## src/shared/rfa_pkg.sv

```systemverilog
package rfa_pkg;

    localparam int DATA_WIDTH = 32;
    localparam int FIELD_COUNT = 32;
    localparam logic [31:0] ALL_ZERO = 32'h0000_0000;
    localparam logic [31:0] ALL_ONES = 32'hFFFF_FFFF;

    // Field attribute codes, one per bit position
    typedef enum logic [3:0]
    {
        ATTR_RESERVED = 4'h0,
        ATTR_HARDWARE_INITIALIZED_FIELD_FIELD = 4'h1,
        ATTR_READ_CLEAR = 4'h2,
        ATTR_READ_CLEAR_WRITABLE = 4'h3,
        ATTR_READ_ONLY = 4'h4,
        ATTR_READ_WRITE = 4'h5,
        ATTR_WRITE_ONE_CLEAR = 4'h6,
        ATTR_WRITE_WHEN_UNLOCKED = 4'h7,
        ATTR_WRITE_TRANSIENT = 4'h8,
        ATTR_ZERO = 4'h9
    } rfa_attr_e;

    // Write source selectors
    localparam logic [1:0] SRC_ROOT = 2'h0;
    localparam logic [1:0] SRC_SMBUS = 2'h1;
    localparam logic [1:0] SRC_EEPROM = 2'h2;

    // Load phases of the hardware-initialised fields
    typedef enum logic [1:0]
    {
        LOAD_OPEN = 2'b01,
        LOAD_LOCKED = 2'b10
    } rfa_load_e;

endpackage

```

## src/rfa_hold_reg.sv

```systemverilog
`timescale 1ns/1ps
module rfa_hold_reg
(
    input wire logic mclk,
    input wire logic rst,
    input wire logic [31:0] resetValue,
    input wire logic [31:0] next_value,
    output logic [31:0] value
);
    // Reset loads the per-instance reset image so every field class starts from its default
    logic [31:0] stored;

    always_ff @(posedge mclk)
    begin
        if (rst)
        begin
            stored <= resetValue;
        end
        else
        begin
            stored <= next_value;
        end
    end

    assign value = stored;
endmodule

```

## src/register_field_access_semantics.sv

```systemverilog
`timescale 1ns/1ps
module register_field_access_semantics
#(
    parameter logic [127:0] FIELD_ATTR = {32{4'h5}},
    parameter logic [31:0] RESET_VALUE = 32'h0000_0000,
    parameter logic [31:0] CONST_VALUE = 32'h0000_0000
)
(
    input wire logic mclk,
    input wire logic rst,
    input wire logic rootWrite,
    input wire logic [31:0] rootData,
    input wire logic smbusWrite,
    input wire logic [31:0] smbusData,
    input wire logic eepromWrite,
    input wire logic [31:0] eepromData,
    input wire logic [31:0] writeMask,
    input wire logic readStrobe,
    input wire logic [31:0] strapValue,
    input wire logic strapLoad,
    input wire logic initDone,
    input wire logic [31:0] hwSet,
    input wire logic [31:0] hwClear,
    input wire logic register_unlock_bit,
    output logic [31:0] readData,
    output logic readValid,
    output logic [31:0] fieldValue,
    output logic zeroViolation
);

    function automatic rfa_pkg::rfa_attr_e attrOf(input int idx);
        attrOf = rfa_pkg::rfa_attr_e'(FIELD_ATTR[idx*4 +: 4]);
    endfunction

    // Bits under the enable take the new data, the rest keep their old value
    function automatic logic [31:0] mergeBits(input logic [31:0] old, input logic [31:0] data,
        input logic [31:0] en);
        mergeBits = (old & ~en) | (data & en);
    endfunction

    // Per-bit attribute masks
    logic [31:0] isHwinit, isRc, isRcw, isRo, isRw, isW1c, isRwl, isWt, isZero, isRsvd;
    always_comb
    begin
        for (int i = 0; i < 32; i++)
        begin
            isHwinit[i] = (attrOf(i) == rfa_pkg::ATTR_HARDWARE_INITIALIZED_FIELD_FIELD);
            isRc[i] = (attrOf(i) == rfa_pkg::ATTR_READ_CLEAR);
            isRcw[i] = (attrOf(i) == rfa_pkg::ATTR_READ_CLEAR_WRITABLE);
            isRo[i] = (attrOf(i) == rfa_pkg::ATTR_READ_ONLY);
            isRw[i] = (attrOf(i) == rfa_pkg::ATTR_READ_WRITE);
            isW1c[i] = (attrOf(i) == rfa_pkg::ATTR_WRITE_ONE_CLEAR);
            isRwl[i] = (attrOf(i) == rfa_pkg::ATTR_WRITE_WHEN_UNLOCKED);
            isWt[i] = (attrOf(i) == rfa_pkg::ATTR_WRITE_TRANSIENT);
            isZero[i] = (attrOf(i) == rfa_pkg::ATTR_ZERO);
            isRsvd[i] = (attrOf(i) == rfa_pkg::ATTR_RESERVED);
        end
    end

    // Source merge: root wins, then SMBus, then EEPROM; one write per cycle
    wire anyWrite = rootWrite | smbusWrite | eepromWrite;
    wire [31:0] writeData = rootWrite ? rootData : (smbusWrite ? smbusData : eepromData);

    // Transient bits in the register gate the rest of the write when any exist
    wire [31:0] wtHit = writeData & writeMask & isWt;
    wire qualified = (isWt == rfa_pkg::ALL_ZERO) || (wtHit != rfa_pkg::ALL_ZERO);
    wire doWrite = anyWrite & qualified;
    wire [31:0] wrEn = doWrite ? writeMask : rfa_pkg::ALL_ZERO;

    rfa_pkg::rfa_load_e loadState;
    logic [31:0] value;
    logic [31:0] next_value;
    wire loadOpen = (loadState == rfa_pkg::LOAD_OPEN);

    // Hardware-initialised load window closes on initDone until next reset
    always_ff @(posedge mclk)
    begin
        if (rst)
        begin
            loadState <= rfa_pkg::LOAD_OPEN;
        end
        else
        begin
            case (loadState)
                rfa_pkg::LOAD_OPEN: if (initDone) loadState <= rfa_pkg::LOAD_LOCKED;
                rfa_pkg::LOAD_LOCKED: loadState <= rfa_pkg::LOAD_LOCKED;
                default: loadState <= rfa_pkg::LOAD_OPEN;
            endcase
        end
    end

    localparam logic [31:0] ALL_ON = rfa_pkg::ALL_ONES;
    // No read-only bit is constant: CONST_VALUE_MASK is zero, so all follow hwSet and hwClear
    localparam logic [31:0] CONST_VALUE_MASK = 32'h0000_0000;
    wire [31:0] isRoConst = isRo & CONST_VALUE_MASK;

    // Only a write that really carries EEPROM data may load; a colliding root write wins the bus
    wire eepromOnly = eepromWrite & ~rootWrite & ~smbusWrite;
    wire [31:0] hwinitStrap = (loadOpen && strapLoad) ? ALL_ON : rfa_pkg::ALL_ZERO;
    wire [31:0] hwinitWrite = (loadOpen && eepromOnly && qualified) ? writeMask
        : rfa_pkg::ALL_ZERO;
    wire [31:0] unlockEn = register_unlock_bit ? ALL_ON : rfa_pkg::ALL_ZERO;
    wire [31:0] readClr = readStrobe ? ALL_ON : rfa_pkg::ALL_ZERO;

    wire [31:0] rcNext = (value & ~readClr) | hwSet;
    wire [31:0] rcwNext = mergeBits(value & ~readClr, writeData, wrEn) | hwSet;
    wire [31:0] roNext = (value | hwSet) & ~hwClear;
    wire [31:0] rwNext = mergeBits(value, writeData, wrEn);
    wire [31:0] w1cNext = (value & ~(writeData & wrEn)) | hwSet;
    wire [31:0] rwlEn = wrEn & unlockEn;
    wire [31:0] rwlNext = mergeBits(value, writeData, rwlEn);
    wire [31:0] hwNext = (value & ~hwinitStrap & ~hwinitWrite)
        | (strapValue & hwinitStrap & ~hwinitWrite) | (writeData & hwinitWrite);

    always_comb
    begin
        next_value = (isRc & rcNext) | (isRcw & rcwNext) | (isRo & ~isRoConst & roNext)
            | (isRw & rwNext) | (isW1c & w1cNext) | (isRwl & rwlNext) | (isHwinit & hwNext)
            | (isRoConst & CONST_VALUE);
    end

    rfa_hold_reg u_hold
    (
        .mclk(mclk),
        .rst(rst),
        .resetValue(RESET_VALUE),
        .next_value(next_value),
        .value(value)
    );

    // Transient, zero and reserved positions all read zero
    wire [31:0] visible = ~(isWt | isZero | isRsvd);
    always_ff @(posedge mclk)
    begin
        if (rst)
        begin
            readData <= rfa_pkg::ALL_ZERO;
            readValid <= 1'b0;
            zeroViolation <= 1'b0;
        end
        else
        begin
            readData <= readStrobe ? (value & visible) : rfa_pkg::ALL_ZERO;
            readValid <= readStrobe;
            zeroViolation <= anyWrite && ((writeData & writeMask & isZero) != 0);
        end
    end

    assign fieldValue = value & visible;
endmodule

```

## config.mk

```make
export PLATFORM = sky130hd
export DESIGN_NAME = register_field_access_semantics
export DESIGN_NICKNAME = d
export VERILOG_FILES = /design/src/shared/rfa_pkg.sv /design/src/rfa_hold_reg.sv /design/src/register_field_access_semantics.sv
export SDC_FILE = /design/constraint.sdc
export NUM_CORES = 1
export LEC_CHECK = 0
export BUFFER_PORTS_ARGS = -buffer_cell sky130_fd_sc_hd__buf_2
export CAP_MARGIN = 0
export CORE_AREA = 2 2 115 117
export CTS_CLUSTER_DIAMETER = 50
export CTS_CLUSTER_SIZE = 14
export DETAILED_ROUTE_END_ITERATION = 7
export DIE_AREA = 0 0 117 119
export PLACE_DENSITY_LB_ADDON = 0.12
export SYNTH_ARGS = -nofsm -noshare
export SYNTH_HDL_FRONTEND = slang
export SYNTH_SLANG_ARGS = --single-unit
```

## constraint.sdc

```tcl
create_clock -name mclk -period 3 [get_ports mclk]
set_input_delay 0.6 -clock mclk [delete_from_list [all_inputs] [get_ports mclk]]
set_output_delay 0.6 -clock mclk [all_outputs]
set_load 0.03 [all_outputs]
```

* Yosys cells after proc, flatten, opt, wreduce, memory -nomap -nowiden
Index checks and enable logic that the tools add are counted.
** Operators by class
- Mux-type cells :: 3
- Bitwise logic cells :: 7
- Reductions and logical operators :: 1
** Operator list (count)
- two-way mux 32 bit :: 3
- AND 32 bit :: 2
- NOT 32 bit :: 1
- bitwise OR 32 bit :: 1
- bitwise OR 1 bit :: 2
- OR reduction 2 bit :: 1
- NOT 1 bit :: 1
** Word-level totals
- Flip-flop bits (word level) :: 65
- Output and inout bits :: 66
- Word-level logic and storage cells :: 14

* Depth between registers and ports, before layout
Gate-level depths: netlist of the first run.
- Depth in word-level cells :: 6
- Gate-level depth with buffers :: 6
- Gate-level depth less buffers :: 3

* Modules after synthesis
A second synthesis of the first run with hierarchy kept.
** Unflattened totals
- Cell total of the unflattened synthesis :: 353
- Area total of the unflattened synthesis :: 3428.3 um2
** Modules (own cells, without submodules)
- register_field_access_semantics :: instances 1, cells an instance 285, area an instance 2243.4 um2
- rfa_hold_reg :: instances 1, cells an instance 68, area an instance 1184.9 um2

* Worst setup path before layout of the first run
No wires, ideal clock.
- Path type :: input-to-reg
- Start point :: input smbusWrite
- End point :: register with a tool-made name
- Arrival :: 1.651 ns
- Data required time :: 2.884 ns
- Setup slack :: 1.233 ns
- Stages on the path :: 6
- Path through :: or3_1 -> buf_2 -> nor2b_1 -> buf_6 -> buf_6 -> a41o_1
** RTL lines
- start, declared :: RTL line register_field_access_semantics.sv:13 : input wire logic smbusWrite,

* Worst setup path in the final report of the first run
- Start point :: input rst
- End point :: register readData[18]
** On the way
- Cells in the longest elaborated chain, start to end :: 1
** RTL lines
- start, declared :: RTL line register_field_access_semantics.sv:10 : input wire logic rst,
- OR reduction 2 bit (no source line)
- end signal, assigned :: RTL line register_field_access_semantics.sv:137 : readData <= rfa_pkg::ALL_ZERO;
- end signal, assigned :: RTL line register_field_access_semantics.sv:143 : readData <= readStrobe ? (value & visible) : rfa_pkg::ALL_ZERO;
- end, declared :: RTL line register_field_access_semantics.sv:25 : output logic [31:0] readData,
Every way passes these cells.
A chain may end at the register's enable or synchronous reset.

==> results of run 1 <==
==> Yosys cell counts (all sizes together) <==
| master | number | share of area [%] |
|---|---|---|
| clkbuf | 17 | 2.1 |
| and2 | 32 | 6.6 |
| buf | 12 | 2.8 |
| a211o | 32 | 9.2 |
| conb | 1 | 0.12 |
| nand2b | 64 | 13 |
| a21oi | 32 | 5.3 |
| a41o | 32 | 11 |
| or3 | 1 | 0.21 |
| dfxtp | 65 | 43 |
| nor2b | 34 | 7.0 |
==> layer usage <==
metal | vias to the layer above | GRT usage [%] | wire [µm]
met2 | 128 | 24.7 | 4750
met4 | 2 | 6.62 | 201
met5 | - | 0 | 13
met3 | 14 | 6.36 | 1030
met1 | 1400 | 17.9 | 4520
li1 | 1512 | - | -
==> worst max-delay path by stage <==
stage                     from            to  slack, ns  cells past startpoint
floorplan           smbusWrite      register       1.23                      6
global placement           rst  readData[28]       0.83                      4
detailed placement         rst  readData[24]       0.87                      4
CTS                        rst  readData[28]       1.23                      4
global route               rst  readData[24]       1.11                      4
finish                     rst  readData[18]       1.29                      4
==> where the power goes <==
group          internal (W)  switching [W]
Combinational      0.000179       0.000235
Sequential         0.000910      0.0000245
Clock              0.000595       0.000363
Total               0.00168       0.000622
==> stage by stage <==
stage               total power (W)  util [%]
global placement            0.00137      32.3
detailed placement          0.00137      32.3
CTS                         0.00236      34.4
finish                      0.00231      34.4
global route                0.00243      34.4
floorplan                   0.00120         -
==> cell families after synthesis <==
logic type	synth area share (%)
flops	42.9
compound gates	25.1
simple gates	27.0
other cells	0.124
buf+inv	4.95
==> layout by cell type, fill, tap and decap left out, drive strengths merged <==
cell type,netlist,routed
buf,12,205
dfxtp,65,65
nand2b,64,64
nor2b,34,34
a211o,32,32
a21oi,32,32
a41o,32,32
and2,32,32
clkbuf,17,14
diode,0,1
or3,1,1
conb,1,1
==> cell type report <==
type | count | area, µm² | share of cell area, %
Antenna cell | 1 | 2.50 | 0.0565
Clock buffer | 14 | 264 | 5.97
Multi-Input combinational cell | 228 | 1590 | 36.0
Sequential cell | 65 | 1300 | 29.4
Tap cell | 176 | 220 | 4.98
Timing Repair Buffer | 205 | 1040 | 23.6
==> critical path, delay by kind of cell <==
| kind | cells | cell delay (ns) |
|---|---|---|
| buffers and inverters | 2 | 0.59 |
| AND/OR/NAND/NOR | 2 | 0.78 |
==> flow_metrics.tcl, run 1 <==
set metrics [dict create \
    run_status "finished clean" \
    vias 3056 \
    hp-class "reg2reg" \
    initial_core_util_pct 23.6 \
    fin_tns_setup_ns 0 \
    slew_headroom_pct 35.3 \
    grt.overflow.total 0 \
    avgViaCountPerCell 4.44 \
    critPathRequiredTime_ns 3.28 \
    final_area_um2 4430 \
    crit_fanout 20 \
    cts_resized 0 \
    die_x_um 117 \
    worstMarginPinSlew_ns 0.968 \
    core_um2 12900 \
    fillers 1375 \
    drt_pass1_iterations 4 \
    post_layout_nonfiller_instances 689 \
    tritoncts "built" \
    place_congestion 0.715 \
    ios 299 \
    cts_root_buf "clkbuf_16" \
    cts_setup_buffers 0 \
    power_density_nw_per_um2 521 \
    reg2reg_slack_ns 2.24 \
    drt-wirelength-per-cell_um 15.3 \
    insertion_delay_ns 0.34 \
    fp-row-count 42 \
    hold_end "readData[2]" \
    clock_sinks 65 \
    portBuffers 198 \
    yosys_warnings 0 \
    leakage_nw 2.36 \
    nNetsFinal 742 \
    post-route-period-util_pct 57.0 \
    die_area_um2 13900 \
    synth_fp_nets 555 \
    max_stage_delay_ns 0.63 \
    synth_area_per_cell_um2 9.43 \
    maxCapViolCount 0 \
    remaining_drc_errors 0 \
    die_h_um 119 \
    hold_viol_final 0 \
    dp_cells 674 \
    cp_cell_sequence "buf_2 > nor2b_2 > buf_4 > and2_1" \
    clk_path_buf_depth 2 \
    yosysSeqAreaShare_pct 42.9 \
    fin_ws_ns 1.29 \
    hold-path-cell-count 1 \
    track_usage_pct 15.4 \
    grt_max_degree 42 \
    setup.worst_path.end_class "register" \
    area_delta_synth_final_pct 45.8 \
    maxSlewViolCount 0 \
    dr.first_iter.drc_count 107 \
    setup_viol 0 \
    path_clk_slew_ns 0.05 \
    ir_worst_vdd_mv 0.210 \
    slowest_stage "nor2b_2" \
    postSynthCellCount 322 \
    grt_pass1_vias 3036 \
    synth_area_um2 3040 \
    whs_ns 0.474 \
    numCtsBuffers 9 \
    worstPathArrival_ns 1.99 \
    grt_pass1_wl_um 15900 \
    max_freq_mhz 585 \
    placed_cell_area_um2 4160 \
    rsz0062_at_grt "false" \
    ys_ff_latch 65 \
    ff2ff_path_depth 3 \
    skew_ns 0.00439 \
    startpoint_type "primary input" \
    drtAntennaViolNets 0 \
    preCtsSetupSlack_ns 0.868 \
    crit_type "in2reg" \
    htreeDepth 3 \
    post_route_cells_drive_above_1_share_pct 42.6 \
    wirelength_um 10500 \
    antenna_found_initial 2 \
    dp_hpwl_um 7370 \
    netlist-cell-type-count 14 \
    hold_buffers 0 \
    period_needed_ns 1.71 \
]
Note: power is estimated with default switching activity, not from simulation.
==> run 2, diff against run 1 <==
CORE_AREA = 2 2 116 118   (was 2 2 115 117)
DIE_AREA = 0 0 118 120   (was 0 0 117 119)
clock period = 1.7 ns   (was 3 ns; I/O delays follow)
==> run 2 against run 1 <==
Routed wire length down 2.1%. Die area up 1.7%. Via count shrank 0.56%. Worst setup slack lost 1.0 ns. Largest power group is now sequential cells. Highest routed layer is now met4.
==> flow_metrics.tcl, run 2 (synthesized netlist as in run 1, its figures left out) <==
set metrics [dict create \
    wirelength_um 10300 \
    initial_core_util_pct 23.4 \
    maxSlewViolCount 0 \
    skew_ns 0.00519 \
    setup.worst_path.end_class "register" \
    reg2reg_slack_ns 0.93 \
    hold_viol_final 0 \
    core_um2 13000 \
    fillers 1406 \
    fp-row-count 42 \
    mostFrequentLayoutCells "buf_2 (198), dfxtp_1 (65), nand2b_1 (64)" \
    tritoncts "built" \
    die_area_um2 14200 \
    hp-class "in2reg" \
    swShare_pct 26.8 \
    p_seq_share_pct 40.9 \
    startpoint "smbusWrite" \
    clk_path_buf_depth 2 \
    max_freq_mhz 686 \
    fin_tns_setup_ns 0 \
    critPathRequiredTime_ns 1.96 \
    period_needed_ns 1.46 \
    placed_cell_area_um2 4180 \
    hold_start "writeMask[29]" \
    worstMarginPinSlew_ns 0.972 \
    dp_hpwl_um 6890 \
    area_delta_synth_final_pct 46.4 \
    drt-wirelength-per-cell_um 14.9 \
    die_x_um 118 \
    rsz0062_at_grt "false" \
    track_usage_pct 14.9 \
    crit_type "in2reg" \
    hold_buffers 0 \
    post-route-period-util_pct 85.7 \
    fin_ws_ns 0.243 \
    whs_ns 0.261 \
    slowest_stage "nor2b_4" \
    cts_root_buf "clkbuf_16" \
    die_h_um 120 \
    multiInputGateArea_um2 1590 \
    startpoint_type "primary input" \
    preCtsSetupSlack_ns -0.143 \
    drt_pass1_iterations 4 \
    utilization_pct 34.2 \
    cts_resized 0 \
    insertion_delay_ns 0.32 \
    grt_pass1_wl_um 16300 \
    drtAntennaViolNets 0 \
    path_clk_slew_ns 0.05 \
    final_common_cell "buf_2" \
    slew_headroom_pct 35.1 \
    nNetsFinal 740 \
    htreeDepth 3 \
    cts_setup_buffers 0 \
    ios 299 \
    maxCapViolCount 0 \
    final_area_um2 4440 \
    power_frac_clock_pct 40.8 \
    crit_fanout 32 \
    setup_viol 0 \
    combPwrFrac_pct 18.2 \
    remaining_drc_errors 0 \
    numCtsBuffers 9 \
    portBuffers 198 \
    worstPathArrival_ns 1.72 \
    post_route_cells_drive_above_1_share_pct 42.1 \
    leakage_nw 2.36 \
    cp_cell_sequence "buf_2 > or3_1 > nor2b_4 > a41o_1" \
    grt_pass1_vias 3073 \
    seq_area_um2 1300 \
    dr.first_iter.drc_count 68 \
    vias 3039 \
    grt_max_degree 65 \
    place_congestion 0.707 \
    antenna_found_initial 2 \
    p_switching_w 0.00108 \
    run_status "finished clean" \
    clock_sinks 65 \
    intPower_w 0.00295 \
    grt.overflow.total 0 \
    ir_worst_vdd_mv 0.321 \
    avgViaCountPerCell 4.41 \
    power_density_nw_per_um2 907 \
    max_stage_delay_ns 0.81 \
]
==> run 2: worst paths after layout <==
path | depth (start not counted) | to
max | 4 | register
max reg2reg | 3 | register
min | 2 | register
min reg2reg | 1 | readData[30]
==> run 2: per-layer routing <==
layer / vias to the layer above / GRT usage (%) / share of wire (%)
li1: 1513 / - / -
met1: 1390 / 18.8 / 45
met2: 125 / 22.4 / 43
met3: 11 / 6.08 / 9.7
met4: 0 / 6.10 / 1.7
met5: - / 0 / 0
==> run 2: area by class of cell <==
type                       instances  share of cell area [%]
timing repair buffer             203                    24.0
sequential                        65                    29.3
clock buffer                      15                    5.80
multi-input combinational        228                    35.9
antenna                            2                   0.113
tap                              176                    4.95
==> run 2: through the flow <==
stage               total power [W]  instances
CTS                         0.00412        687
finish                      0.00403        689
floorplan                   0.00212        322
global placement            0.00242        672
global route                0.00425        687
detailed placement          0.00243        672
==> run 2: worst max-delay path, delay by kind of cell <==
| family | cells | cell delay, ns |
|---|---|---|
| AND/OR/NAND/NOR | 2 | 0.96 |
| AO/OA/AOI/OAI | 1 | 0.30 |
| buffers and inverters | 1 | 0.11 |
==> run 2: power by group through the flow <==
stage               Combinational (W)  Clock [W]  Sequential [W]
floorplan                    0.000282          0         0.00183
global placement             0.000741          0         0.00168
detailed placement           0.000745          0         0.00168
CTS                          0.000749    0.00172         0.00165
global route                 0.000805    0.00178         0.00166
finish                       0.000735    0.00165         0.00165
==> run 3, diff against run 2 <==
CORE_AREA = 2 2 115 117   (was 2 2 116 118)
CTS_BUF_LIST = sky130_fd_sc_hd__clkbuf_2 sky130_fd_sc_hd__clkbuf_4 sky130_fd_sc_hd__clkbuf_8   (was not set)
DIE_AREA = 0 0 117 119   (was 0 0 118 120)
==> run 3 against run 2 <==
Utilization is 0.32 points lower. Flip-flop and latch count stayed put. Clock power is 17% lower. Non-clock buffer count is 3 higher. Worst hold slack worse by 0.019 ns. Register-to-register slack hardly changed. Sequential share of layout area is 0.52 points higher. Count of clock-buffer cells in the layout is 2 lower. Via count is 0.23% lower. Final cell count is 0.29% higher. Largest cell class unchanged.
==> flow_metrics.tcl, run 3 (synthesized netlist as in run 1, its figures left out) <==
set metrics [dict create \
    run_status "finished clean" \
    slowest_stage "nor2b_4" \
    power_frac_clock_pct 36.6 \
    post-route-period-util_pct 79.2 \
    maxSlewViolCount 0 \
    grt.overflow.total 0 \
    ff2ff_path_depth 3 \
    grt_pass1_vias 2943 \
    period_needed_ns 1.35 \
    die_area_um2 13900 \
    track_usage_pct 14.6 \
    dp_hpwl_um 7330 \
    die_h_um 119 \
    hold_viol_final 0 \
    final_area_um2 4370 \
    maxCapViolCount 0 \
    cts_root_buf "clkbuf_8" \
    final_common_cell "buf_2" \
    ir_worst_vdd_mv 0.315 \
    p_switching_w 0.00107 \
    grt_pass1_wl_um 15400 \
    leakage_nw 2.35 \
    seq_area_um2 1300 \
    tritoncts "built" \
    setup_viol 0 \
    setup.worst_path.end_class "register" \
    hold-path-cell-count 2 \
    fillers 1395 \
    drt-wirelength-per-cell_um 15.1 \
    worstPathArrival_ns 1.63 \
    fp-row-count 42 \
    clock_sinks 65 \
    finalPower_w 0.00375 \
    cts_resized 0 \
    hold_buffers 0 \
    swShare_pct 28.4 \
    numCtsBuffers 9 \
    whs_ns 0.242 \
    die_x_um 117 \
    crit_type "in2reg" \
    cts_setup_buffers 0 \
    p_seq_share_pct 43.9 \
    post_route_cells_drive_above_1_share_pct 43.5 \
    dr.first_iter.drc_count 71 \
    mostFrequentLayoutCells "buf_2 (198), dfxtp_1 (65), nand2b_1 (64)" \
    slew_headroom_pct 36.9 \
    initial_core_util_pct 23.6 \
    crit_fanout 32 \
    drtAntennaViolNets 0 \
    wirelength_um 10500 \
    max_stage_delay_ns 0.78 \
    startpoint_type "primary input" \
    grt_max_degree 39 \
    multiInputGateArea_um2 1590 \
    skew_ns 0.00593 \
    drt_pass1_iterations 6 \
    core_um2 12900 \
    nNetsFinal 743 \
    ios 299 \
    worstMarginPinSlew_ns 0.944 \
    rsz0062_at_grt "false" \
    path_clk_slew_ns 0.07 \
    dp_cells 675 \
    antenna_found_initial 1 \
    combPwrFrac_pct 19.5 \
    portBuffers 198 \
    place_congestion 0.705 \
    power_density_nw_per_um2 858 \
    hp-class "in2reg" \
    max_freq_mhz 743 \
    avgViaCountPerCell 4.39 \
    intPower_w 0.00268 \
    htreeDepth 3 \
    critPathRequiredTime_ns 1.98 \
    area_delta_synth_final_pct 43.9 \
    cp_cell_sequence "buf_2 > or3_1 > nor2b_4 > a41o_1" \
    post_layout_nonfiller_instances 691 \
    placed_cell_area_um2 4170 \
    insertion_delay_ns 0.34 \
    remaining_drc_errors 0 \
    clk_path_buf_depth 2 \
    vias 3032 \
    num_antenna_cells 0 \
]
## run 3: final timing paths
| kind | from | to | slack, ns |
|---|---|---|---|
| min reg2reg | register | readData[6] | 0.48 |
| min | writeMask[27] | register | 0.24 |
| max | smbusWrite | register | 0.35 |
| max reg2reg | register | register | 0.94 |
## run 3: layout make-up
| class | count | share of cell area (%) |
|---|---|---|
| Multi-Input combinational cell | 228 | 36.5 |
| Clock buffer | 13 | 3.67 |
| Sequential cell | 65 | 29.8 |
| Tap cell | 176 | 5.04 |
| Timing Repair Buffer | 206 | 24.1 |
| Clock inverter | 3 | 0.917 |
## run 3: stage by stage
stage	setup TNS [ns]	setup slack [ns]	util (%)
CTS	0	0.309	33.9
floorplan	0	0.193	-
finish	0	0.354	33.9
global route	0	0.228	33.9
detailed placement	-1.89	-0.0770	32.4
global placement	-1.59	-0.0599	32.4
## run 3: worst max-delay path, delay by kind of cell
family                 cells  cell delay [ns]
AO/OA/AOI/OAI              1             0.28
buffers and inverters      1             0.10
AND/OR/NAND/NOR            2             0.90
## run 3: layer usage
metal	vias up	part of all wire, %	wire length [µm]	global-route usage, %
met1	1372	42	4380	16.9
met5	-	0.12	13	0
met2	128	47	4920	24.2
met3	13	9.6	1000	6.01
met4	2	1.5	153	5.22
li1	1517	-	-	-
## run 3: power by group through the flow
stage	registers [W]	clock network, W	logic (W)
detailed placement	0.00168	0	0.000745
floorplan	0.00183	0	0.000282
finish	0.00165	0.00137	0.000732
CTS	0.00165	0.00143	0.000747
global route	0.00166	0.00150	0.000796
global placement	0.00168	0	0.000739
